File: src/hdl/cks_regs.svh
// Purpose: Offsets, field positions and reset values of the key-source block
// Assumes: Word-indexed plain register port
// Notes: Included by the key memory, the key-source block and the bench
`ifndef CKS_REGS_SVH
`define CKS_REGS_SVH

// ==========================================================
// Register offsets (word index)
`define CKS_OFF_CTRL 4'h0
`define CKS_OFF_STATUS 4'h1
`define CKS_OFF_CFG 4'h2
`define CKS_OFF_KEY0 4'h4
`define CKS_OFF_KEY1 4'h5
`define CKS_OFF_KEY2 4'h6
`define CKS_OFF_KEY3 4'h7

// ==========================================================
// Configuration page fields
`define CKS_CFG_KTYPE_HI 21
`define CKS_CFG_KTYPE_LO 20
`define CKS_CFG_SKEY 19
`define CKS_CFG_LSRC_HI 18
`define CKS_CFG_LSRC_LO 11
`define CKS_CFG_LOCK 10
`define CKS_CFG_WRL_HI 9
`define CKS_CFG_WRL_LO 1
`define CKS_CFG_SWDIS 0

// ==========================================================
// Control register fields
`define CKS_CTRL_SRC_HI 3
`define CKS_CTRL_SRC_LO 0
`define CKS_CTRL_OP_HI 5
`define CKS_CTRL_OP_LO 4
`define CKS_CTRL_START 8
`define CKS_CTRL_KEK 9

// ==========================================================
// Reset values and the software key source code
`define CKS_CTRL_RESET 32'h0000_0000
`define CKS_KEY_RESET 32'h0000_0000
`define CKS_SRC_SOFTWARE 4'h0

`endif

File: src/hdl/cks_pkg.sv
// Purpose: Types of the key-source block
// Assumes: Nothing
// Notes: Constants live in cks_regs.svh
package cks_pkg;

  typedef enum logic [1:0] {
    CKS_ALG_DES,
    CKS_ALG_3DES,
    CKS_ALG_AES128,
    CKS_ALG_AES256
  } cks_alg_t;

  typedef enum logic [1:0] {
    CKS_OP_ENCRYPT,
    CKS_OP_DECRYPT,
    CKS_OP_SESSION,
    CKS_OP_KEY_WRAP
  } cks_op_t;

  typedef struct packed {
    logic [1:0] key_type;
    logic session_key_only;
    logic [7:0] locked_key_source;
    logic key_source_lock;
    logic [8:0] page_write_lock;
    logic software_key_disable;
  } cks_cfg_t;

  typedef struct packed {
    logic [3:0] addr;
    logic [31:0] wdata;
    logic wr;
    logic rd;
  } cks_bus_t;

endpackage : cks_pkg

File: src/hdl/cks_key_mem.sv
// Purpose: Storage of the software key register words
// Assumes: One write and one read port
// Notes: Read data come out of a register
`include "cks_regs.svh"
`timescale 1ns/100ps
`default_nettype none

module cks_key_mem #(
  parameter int WIDTH = 32,
  parameter int DEPTH = 4
) (
  // Clock and reset
  input wire logic clk,
  input wire logic rstn,
  // Write side
  input wire logic wr_en,
  input wire logic [$clog2(DEPTH)-1:0] wr_addr,
  input wire logic [WIDTH-1:0] wr_data,
  // Read side
  input wire logic [$clog2(DEPTH)-1:0] rd_addr,
  output logic [WIDTH-1:0] rd_data
);

  initial begin
    if (DEPTH < 2 || WIDTH < 1) $error("cks_key_mem: bad size");
  end

  logic [WIDTH-1:0] mem_reg [DEPTH];
  logic [WIDTH-1:0] mem_next [DEPTH];
  logic [WIDTH-1:0] rd_next;

  always_comb begin
    for (int i = 0; i < DEPTH; i++) begin
      mem_next[i] = mem_reg[i];
    end
    if (wr_en) begin
      mem_next[wr_addr] = wr_data;
    end
    rd_next = mem_reg[rd_addr];
  end

  always_ff @(posedge clk) begin
    for (int i = 0; i < DEPTH; i++) begin
      mem_reg[i] <= rstn ? mem_next[i] : WIDTH'(`CKS_KEY_RESET);
    end
    rd_data <= rstn ? rd_next : '0;
  end

endmodule : cks_key_mem

`default_nettype wire

File: src/hdl/cks_key_source.sv
// Purpose: Key-source selection and OTP page protection
// Assumes: Page 0 word offered on cfg_page_word with cfg_page_valid after reset
// Notes: Registers on a plain strobe port, read data one cycle later
`include "cks_regs.svh"
`timescale 1ns/100ps
`default_nettype none

// Behaviour
// - Key type bits 21-20 limit pages 1-2 keys to one algorithm.
// - Session-key-only bit 19 restricts stored key one to key wrapping.
// - Lock bit 10 takes source from locked field, ignoring software select.
// - Locked field priority-encoded from top bit: 1111, 0111, 0110..0001, 0000.
// - Lock clear: locked field ignored, software select field used.
// - Write-lock bits 9-1 block programming of pages 0 through 8.
// - Software key disabled with source 0000 sets failure and refuses starts.
// - Software key enabled with source 0000 makes software key active.
module cks_key_source #(
  parameter int PAGES = 9
) (
  // Clock and reset
  input wire logic clk,
  input wire logic rstn,
  // Register port
  input wire logic [3:0] reg_addr,
  input wire logic [31:0] reg_wdata,
  input wire logic reg_wr,
  input wire logic reg_rd,
  output logic [31:0] reg_rdata,
  // OTP page 0 load
  input wire logic cfg_page_valid,
  input wire logic [31:0] cfg_page_word,
  // OTP programming request
  input wire logic prog_req,
  input wire logic [3:0] prog_page,
  output logic prog_grant,
  output logic prog_refused,
  // Cipher engine side
  output logic op_start,
  output logic [1:0] op_kind,
  output logic [3:0] active_source,
  output logic use_software_key,
  output logic [1:0] stored_alg,
  output logic [127:0] software_key,
  output logic key_failure_flag
);

  initial begin
    if (PAGES != 9) $error("cks_key_source: PAGES must be 9");
  end

  // ==========================================================
  // Configuration capture
  typedef enum logic [0:0] {CKS_WAIT_CFG, CKS_HELD} cks_state_t;
  cks_state_t state_reg, state_next;
  cks_pkg::cks_cfg_t cfg_reg, cfg_next;

  always_comb begin
    state_next = state_reg;
    cfg_next = cfg_reg;
    case (state_reg)
      CKS_WAIT_CFG: begin
        if (cfg_page_valid) begin
          cfg_next = cks_pkg::cks_cfg_t'(cfg_page_word[21:0]);
          state_next = CKS_HELD;
        end
      end
      CKS_HELD: state_next = CKS_HELD;
      default: state_next = CKS_WAIT_CFG;
    endcase
  end

  always_ff @(posedge clk) begin
    if (!rstn) begin
      state_reg <= CKS_WAIT_CFG;
      cfg_reg <= '0;
    end else begin
      state_reg <= state_next;
      cfg_reg <= cfg_next;
    end
  end

  // ==========================================================
  // Locked source encoder and key store
  logic [3:0] locked_src;
  logic [31:0] key_rdata;
  logic key_wr;

  cks_src_enc cks_src_enc_inst (
    .clk(clk),
    .rstn(rstn),
    .field(cfg_reg.locked_key_source),
    .source(locked_src)
  );

  function automatic logic is_key_addr(input logic [3:0] a);
    return a[3:2] == 2'(`CKS_OFF_KEY0 >> 2);
  endfunction

  assign key_wr = reg_wr && is_key_addr(reg_addr);

  cks_key_mem #(.WIDTH(32), .DEPTH(4)) cks_key_mem_inst (
    .clk(clk),
    .rstn(rstn),
    .wr_en(key_wr),
    .wr_addr(reg_addr[1:0]),
    .wr_data(reg_wdata),
    .rd_addr(reg_addr[1:0]),
    .rd_data(key_rdata)
  );

  // ==========================================================
  // Control, selection and operation start
  logic [31:0] ctrl_reg, ctrl_next;
  logic [3:0] src_next;
  logic fail_next, start_next, grant_next, refuse_next;
  logic [127:0] skey_reg, skey_next;
  logic held;
  logic rd_pend_reg, key_rd_reg;
  logic [31:0] rd_hold_next;
  logic [31:0] rdata_next;

  assign held = state_reg == CKS_HELD;

  always_comb begin
    ctrl_next = ctrl_reg;
    ctrl_next[`CKS_CTRL_START] = 1'b0;
    if (reg_wr && reg_addr == `CKS_OFF_CTRL) begin
      ctrl_next = reg_wdata;
    end
    if (reg_wr && is_key_addr(reg_addr)) begin
      skey_next = skey_reg;
      skey_next[reg_addr[1:0]*32 +: 32] = reg_wdata;
    end else begin
      skey_next = skey_reg;
    end
    if (cfg_reg.key_source_lock) begin
      src_next = locked_src;
    end else begin
      src_next = ctrl_reg[`CKS_CTRL_SRC_HI:`CKS_CTRL_SRC_LO];
    end
    fail_next = held && cfg_reg.software_key_disable && src_next == `CKS_SRC_SOFTWARE;
    start_next = 1'b0;
    if (ctrl_reg[`CKS_CTRL_START] && held && !fail_next) begin
      // Stored key one only wraps keys when restricted
      if (!(cfg_reg.session_key_only && src_next == 4'h1 &&
            ctrl_reg[`CKS_CTRL_OP_HI:`CKS_CTRL_OP_LO] != 2'(cks_pkg::CKS_OP_KEY_WRAP))) begin
        start_next = 1'b1;
      end
    end
    grant_next = 1'b0;
    refuse_next = 1'b0;
    if (prog_req) begin
      if (held && 32'(prog_page) < PAGES && !cfg_reg.page_write_lock[prog_page]) begin
        grant_next = 1'b1;
      end else begin
        refuse_next = 1'b1;
      end
    end
    rd_hold_next = 32'h0;
    case (reg_addr)
      `CKS_OFF_CTRL: rd_hold_next = ctrl_reg;
      `CKS_OFF_STATUS: rd_hold_next = {26'h0, held, fail_next, src_next};
      `CKS_OFF_CFG: rd_hold_next = {10'h0, cfg_reg};
      default: rd_hold_next = 32'h0;
    endcase
    // Key words come from the shadow copy so read data leave a flip-flop
    rdata_next = 32'h0;
    if (reg_rd) begin
      if (is_key_addr(reg_addr)) begin
        rdata_next = skey_reg[reg_addr[1:0]*32 +: 32];
      end else begin
        rdata_next = rd_hold_next;
      end
    end
  end

  always_ff @(posedge clk) begin
    if (!rstn) begin
      ctrl_reg <= `CKS_CTRL_RESET;
      skey_reg <= '0;
      active_source <= 4'h0;
      key_failure_flag <= 1'b0;
      use_software_key <= 1'b0;
      op_start <= 1'b0;
      op_kind <= 2'h0;
      stored_alg <= 2'h0;
      software_key <= '0;
      prog_grant <= 1'b0;
      prog_refused <= 1'b0;
      rd_pend_reg <= 1'b0;
      key_rd_reg <= 1'b0;
      reg_rdata <= 32'h0;
    end else begin
      ctrl_reg <= ctrl_next;
      skey_reg <= skey_next;
      active_source <= src_next;
      key_failure_flag <= fail_next;
      use_software_key <= held && !cfg_reg.software_key_disable && src_next == `CKS_SRC_SOFTWARE;
      op_start <= start_next;
      op_kind <= ctrl_reg[`CKS_CTRL_OP_HI:`CKS_CTRL_OP_LO];
      stored_alg <= cfg_reg.key_type;
      software_key <= skey_reg;
      prog_grant <= grant_next;
      prog_refused <= refuse_next;
      rd_pend_reg <= reg_rd;
      key_rd_reg <= reg_rd && is_key_addr(reg_addr);
      reg_rdata <= rdata_next;
    end
  end

  // ==========================================================
  // Checks
  lock_select_a: assert property (@(posedge clk) disable iff (!rstn)
    cfg_reg.key_source_lock && $stable(locked_src) |=> active_source == $past(locked_src))
    else $error("locked source not used");
  sw_select_a: assert property (@(posedge clk) disable iff (!rstn)
    !cfg_reg.key_source_lock && $stable(ctrl_reg) |=> active_source == $past(ctrl_reg[3:0]))
    else $error("software source not used");
  fail_block_a: assert property (@(posedge clk) disable iff (!rstn)
    key_failure_flag |-> !op_start)
    else $error("start while key failed");
  fail_set_a: assert property (@(posedge clk) disable iff (!rstn)
    held && cfg_reg.software_key_disable && src_next == 4'h0 |=> key_failure_flag)
    else $error("failure flag missing");
  swkey_use_a: assert property (@(posedge clk) disable iff (!rstn)
    held && !cfg_reg.software_key_disable && src_next == 4'h0 |=> use_software_key)
    else $error("software key not active");
  page_lock_a: assert property (@(posedge clk) disable iff (!rstn)
    prog_req && prog_page < 4'd9 && cfg_reg.page_write_lock[prog_page] |=> prog_refused && !prog_grant)
    else $error("locked page programmed");
  cfg_hold_a: assert property (@(posedge clk) disable iff (!rstn)
    held |=> $stable(cfg_reg))
    else $error("config changed after load");
  kek_only_a: assert property (@(posedge clk) disable iff (!rstn)
    op_start && cfg_reg.session_key_only && active_source == 4'h1 |-> op_kind == 2'h3)
    else $error("key one misused");
  alg_type_a: assert property (@(posedge clk) disable iff (!rstn)
    held ##1 held |-> stored_alg == cfg_reg.key_type)
    else $error("key type wrong");
  enc_top_a: assert property (@(posedge clk) disable iff (!rstn)
    cfg_reg.locked_key_source[7] ##1 cfg_reg.locked_key_source[7] |-> locked_src == 4'hf)
    else $error("encoder top bit wrong");

  // One check per lower field bit being the highest one set
  for (genvar g = 0; g < 7; g++) begin : gen_enc_chk
    enc_bit_a: assert property (@(posedge clk) disable iff (!rstn)
      (cfg_reg.locked_key_source >> g) == 8'h01 ##1 (cfg_reg.locked_key_source >> g) == 8'h01
      |-> locked_src == 4'(g + 1))
      else $error("encoder bit wrong");
  end

  key_read_a: assert property (@(posedge clk) disable iff (!rstn)
    key_rd_reg |-> reg_rdata == key_rdata)
    else $error("key word read wrong");
  cfg_read_a: assert property (@(posedge clk) disable iff (!rstn)
    rd_pend_reg && $past(reg_addr) == `CKS_OFF_CFG |-> reg_rdata == {10'h0, $past(cfg_reg)})
    else $error("config read wrong");
  no_load_a: assert property (@(posedge clk) disable iff (!rstn)
    !held |=> !op_start)
    else $error("start before config");
  page_free_a: assert property (@(posedge clk) disable iff (!rstn)
    prog_req && held && prog_page < 4'd9 && !cfg_reg.page_write_lock[prog_page] |=> prog_grant)
    else $error("free page refused");

  load_c: cover property (@(posedge clk) disable iff (!rstn) $rose(held));
  fail_c: cover property (@(posedge clk) disable iff (!rstn) $rose(key_failure_flag));
  grant_c: cover property (@(posedge clk) disable iff (!rstn) prog_grant);
  start_c: cover property (@(posedge clk) disable iff (!rstn) op_start && use_software_key);
  wrap_c: cover property (@(posedge clk) disable iff (!rstn) op_start && op_kind == 2'h3);

endmodule : cks_key_source

`default_nettype wire

File: src/hdl/cks_src_enc.sv
// Purpose: Priority encoder of the locked key source field
// Assumes: Eight-bit field
// Notes: Registered output
`timescale 1ns/100ps
`default_nettype none

module cks_src_enc (
  // Clock and reset
  input wire logic clk,
  input wire logic rstn,
  // Field in, source out
  input wire logic [7:0] field,
  output logic [3:0] source
);

  logic [3:0] source_next;

  always_comb begin
    source_next = 4'h0;
    for (int i = 0; i < 7; i++) begin
      if (field[i]) begin
        source_next = 4'(i + 1);
      end
    end
    if (field[7]) begin
      source_next = 4'hf;
    end
  end

  always_ff @(posedge clk) begin
    source <= rstn ? source_next : 4'h0;
  end

endmodule : cks_src_enc

`default_nettype wire

File: config.mk
export PLATFORM = sky130hd
export DESIGN_NAME = cks_key_source
export DESIGN_NICKNAME = d
export VERILOG_FILES = /design/src/hdl/cks_pkg.sv /design/src/hdl/cks_key_mem.sv /design/src/hdl/cks_key_source.sv /design/src/hdl/cks_src_enc.sv
export VERILOG_INCLUDE_DIRS = /design/src /design/src/hdl
export SDC_FILE = /design/constraint.sdc
export NUM_CORES = 1
export LEC_CHECK = 0
export BUFFER_PORTS_ARGS = -buffer_cell sky130_fd_sc_hd__buf_2
export CAP_MARGIN = 10
export CELL_PAD_IN_SITES_DETAIL_PLACEMENT = 2
export CELL_PAD_IN_SITES_GLOBAL_PLACEMENT = 2
export CORE_MARGIN = 10
export CORE_UTILIZATION = 37
export DETAILED_ROUTE_END_ITERATION = 7
export HOLD_SLACK_MARGIN = 0.06
export PLACE_DENSITY = 0.87
export SLEW_MARGIN = 20
export SYNTH_ARGS = -nofsm -noshare
export SYNTH_HDL_FRONTEND = slang
export SYNTH_SLANG_ARGS = --single-unit
File: constraint.sdc
create_clock -name clk -period 5.39 [get_ports clk]
set_input_delay 1.3475 -clock clk [delete_from_list [all_inputs] [get_ports clk]]
set_output_delay 1.3475 -clock clk [all_outputs]
set_load 0.01 [all_outputs]
==> results.txt <==
In this run, CTS created clock tree buffers numbering 39. The overall track demand over capacity in global routing is 23.3%. For this run, the slowest stage of the critical path takes 0.75 ns. TritonCTS built the clock tree. The hold slack is approximately 0.46 ns. The area of the die is just over 40,000 sq um. The total wirelength of the detailed-routed design came out at 49,500 um. Traced cell by cell, the critical path runs through buf_2, nor2b_4, nand3_1, and2_1, buf_4, a22o_1. The commonest register cell after synthesis is dfxtp_1.

The synthesized design devotes to its leading area cell type 58.2% of total area. The tree is rooted in a clkbuf_16. The routed wire length per instance came out at 26.9 um. The total leakage power came out at 6.59 nW.

The fraction of the mapped netlist area in compound gates came out at approximately 15%. After synthesis, the largest family of logic cells by area is simple AND/OR/NAND/NOR gates. Routability-driven placement finished with a final weighted congestion of 0.781. Counting flops with an async set or reset pin after synthesis yields a share of 0%. At the later pin of the worst-skew pair, clock insertion delay measures between 0.5 and 0.6 ns. The clock skew is 0.0166 ns. In the finished design, the share of the clock period the worst path needs comes to slightly below 70%. Measured along the x axis, the die boundary spans 203 um. The number of clock sinks came out at 360.

The standard cell core area came out at about 33,000 sq um. The combinational share of power is under 10%. The clock passes through at most 3 buffers. Detailed placement ended at an HPWL of 32,000 um. The power per cell area is 368 nW/um^2. The I/O pin count is around 250.

The overflow left after global routing came out at 0. Summed over all failing endpoints, the final setup total negative slack is 0 ns. The largest net degree at the start of global routing is 93. The tool flagged a number of max-cap violations equal to 0. The clock period minus final worst setup slack is 3.66 ns. The run finished with clean final reports. The number of nets in the synthesized netlist came out at 1,238. After clock tree synthesis, the setup repair step added 0 buffers. The final max-slew violation count came to 0. The worst setup path is launched from an input pin. The post-synthesis instance area came out at 12,400 sq um.

The transition at the pin with the smallest max-transition slack is 1.07 ns. Clock-pin slew was measured on the worst setup and hold paths at 0.06 ns. The clock tree synthesis step divided the H-tree into 2 levels.

The number of warnings issued by yosys came out at 0. The vertical extent of the die came out at between 200 and 250 um. The slowest stage of the critical path is the nand3_1 cell. The maximum frequency from static timing analysis came out at around 270 MHz.

Summing the areas of all xor and xnor instances in the mapped netlist gives 0% of the synthesized area. The number of nets in the final layout came out at 1,452. The clock share of power came out at 47.4%. The setup violation total in the final timing report is 0. The count of mapped cells out of synthesis came out at 1,154. The DRC violation count after routing came out at 0.

The critical path data required time came out at 5.79 ns. The first-pass GRT wire length is between 70,000 and 80,000 um. The count of flip-flops with a built-in enable after synthesis came out at 0. The worst setup path category is in -> reg. The internal power of the cells totals 4.32 mW.

The number of endpoints with negative hold slack in the final report came out at 0. Buffers placed on the I/O ports in this run total 240. The initial antenna violation count came out at 7.

The area share of and/or/nand/nor cells after synthesis came out at 15.7%. The synthesized area per cell is approximately 11 sq um. The synthesis-stage register bit count came out at 360. The post-synthesis cell type count came out at 49. The initial cell density of the core is 37.7%.

Setup repair after global routing left no endpoint under its margin. The detail route stage leaves a number of antenna-violating nets equal to 0. The endpoint identified for the worst register-to-register timing path is use_software_key. The area added between synthesis and finish is 22.8%. The synthesized-area fraction occupied by adder cells is 0.607%. In this run the critical register-to-register path is launched from cfg_reg[10].

The worst hold path belongs to the class reg -> reg. The headroom to the max-slew limit came out at ~29%. For the worst flop-to-flop path, the logic depth is 2. The switching power came out at 1.28 mW. The number of iterations in the first detailed-routing pass came out at 6. The routed via count is roughly 10,000. By area the synthesized netlist is led by dfxtp_1, mux4_2, and2_1, a22o_1, nand2_1. The number of cell rows came out at 66. The share of final-layout standard cells stronger than drive strength 1 came out at between 20% and 30%.

The maximum VDD drop is 0.000214 V. Per report_power, the sequential group accounts for 48.4% of the total. The iteration-0 DRC count of the detailed router came out at 571. The critical path ends at skey_reg[53]. The reg-to-reg setup timing slack came out at 3.41 ns. The part of the Yosys area used for sequential elements is 58.2%.

After synthesis, the share of cell area in mux cells is 6.51%. In this run the worst setup path begins at reg_addr[2]. The via count of the first global-routing pass is 11,300. The number of hold buffers added after CTS was 0. The via density per instance came out at 5.43. The highest net fanout along the worst path came out at 21. The switching portion of total power is 22.9%. The worst setup path is captured at a register. The arrival time at the worst endpoint came out at 4.06 ns. The number of resized instances in the post-cts repair step came out at 0. The cell accounting for the most synthesized area is dfxtp_1.
[cells in the mapped netlist, types with 2 or more instances]
cell type  instances
a21boi_0          37
a21boi_1          29
a21oi_1            2
a222oi_1          16
a22o_1            72
a22oi_1           23
a31oi_1            7
a32oi_1            5
and2_1           108
and3_1             6
buf_1              2
buf_2             25
buf_4              2
buf_6              5
clkbuf_1          54
dfxtp_1          360
ha_1               6
inv_1             37
mux2_2             2
mux2i_1            4
mux4_2            33
nand2_1          164
nand3_1           47
nand4_1            3
nand4b_1           2
nor2_1            29
nor2b_1           18
nor3_1             2
nor4b_2            2
o21ai_0           33
[per-stage QoR]
stage                     cell area (sq um)  cells  setup WS [ns]  power, mW  utilization (%)
final                                 15200   1839           1.73       5.60             46.3
after global routing                  15200   1837           1.57       5.77             46.3
after CTS                             15200   1836           1.76       5.64             46.3
after detailed placement              13900   1769           1.26       3.00             42.5
after global placement                13900   1769           1.31       2.99             42.5
after floorplan                       12400   1154           2.20       2.88                -
[logic make-up (layout without fill, tap and decap cells)]
family                     Yosys count  count (layout)
AOI/OAI and AO/OA                  233             233
adders and majority gates            6               6
buffers and inverters              125             365
DFF                                360             360
muxes                               39              39
other                                0               3
and+or+nand+nor                    391             391
[cells in the final DEF (no fill, tap or decap), drive strengths merged, types with 2 or more instances in the layout]
cell and n:
a21boi 66, a21oi 2, a222oi 16, a22o 72, a22oi 23, a31oi 7
a32oi 5, and2 109, and3 6, buf 261, clkbuf 59, clkinv 6
dfxtp 360, diode 3, ha 6, inv 37, mux2 2, mux2i 4
mux4 33, nand2 164, nand3 48, nand4 3, nand4b 2, nor2 30
nor2b 18, nor3 2, nor3b 2, nor4b 3, o21ai 34
[routing by layer]
metal / global-route usage [%] / share of wire [%]
met5: 0 / 0.093
met2: 42.1 / 51
met3: 5.08 / 5.5
met1: 26.9 / 41
met4: 6.63 / 2.4
[final cells by class]
type	count	area (sq um)
Antenna cell	3	7.51
Clock buffer	59	1180
Clock inverter	8	71.3
Fill cell	3356	17600
Inverter	37	139
Multi-Input combinational cell	669	4670
Sequential cell	360	7210
Tap cell	442	553
Timing Repair Buffer	261	1370
[power groups by stage]
stage	combinational, mW	sequential (mW)	clock (mW)
after CTS	0.235	2.71	2.70
after global placement	0.225	2.77	0
after floorplan	0.123	2.75	0
after detailed placement	0.231	2.77	0
final	0.236	2.71	2.65
after global routing	0.253	2.71	2.81
[how the worst min path moves through the flow]
stage                        from  cells after the start                end
floorplan           skey_reg[122]                      2  software_key[122]
global placement    skey_reg[114]                      2  software_key[114]
detailed placement  skey_reg[127]                      2  software_key[127]
CTS                 skey_reg[127]                      2  software_key[127]
global route        skey_reg[119]                      2  software_key[119]
finish              skey_reg[127]                      2  software_key[127]
[worst max-delay path: cells and delay by family]
kind / cells / cell delay, ns
AND/OR/NAND/NOR: 3 / 1.95
AO/OA/AOI/OAI: 1 / 0.28
buffers and inverters: 2 / 0.46
No activity file was read; power rests on OpenSTA's default activity.
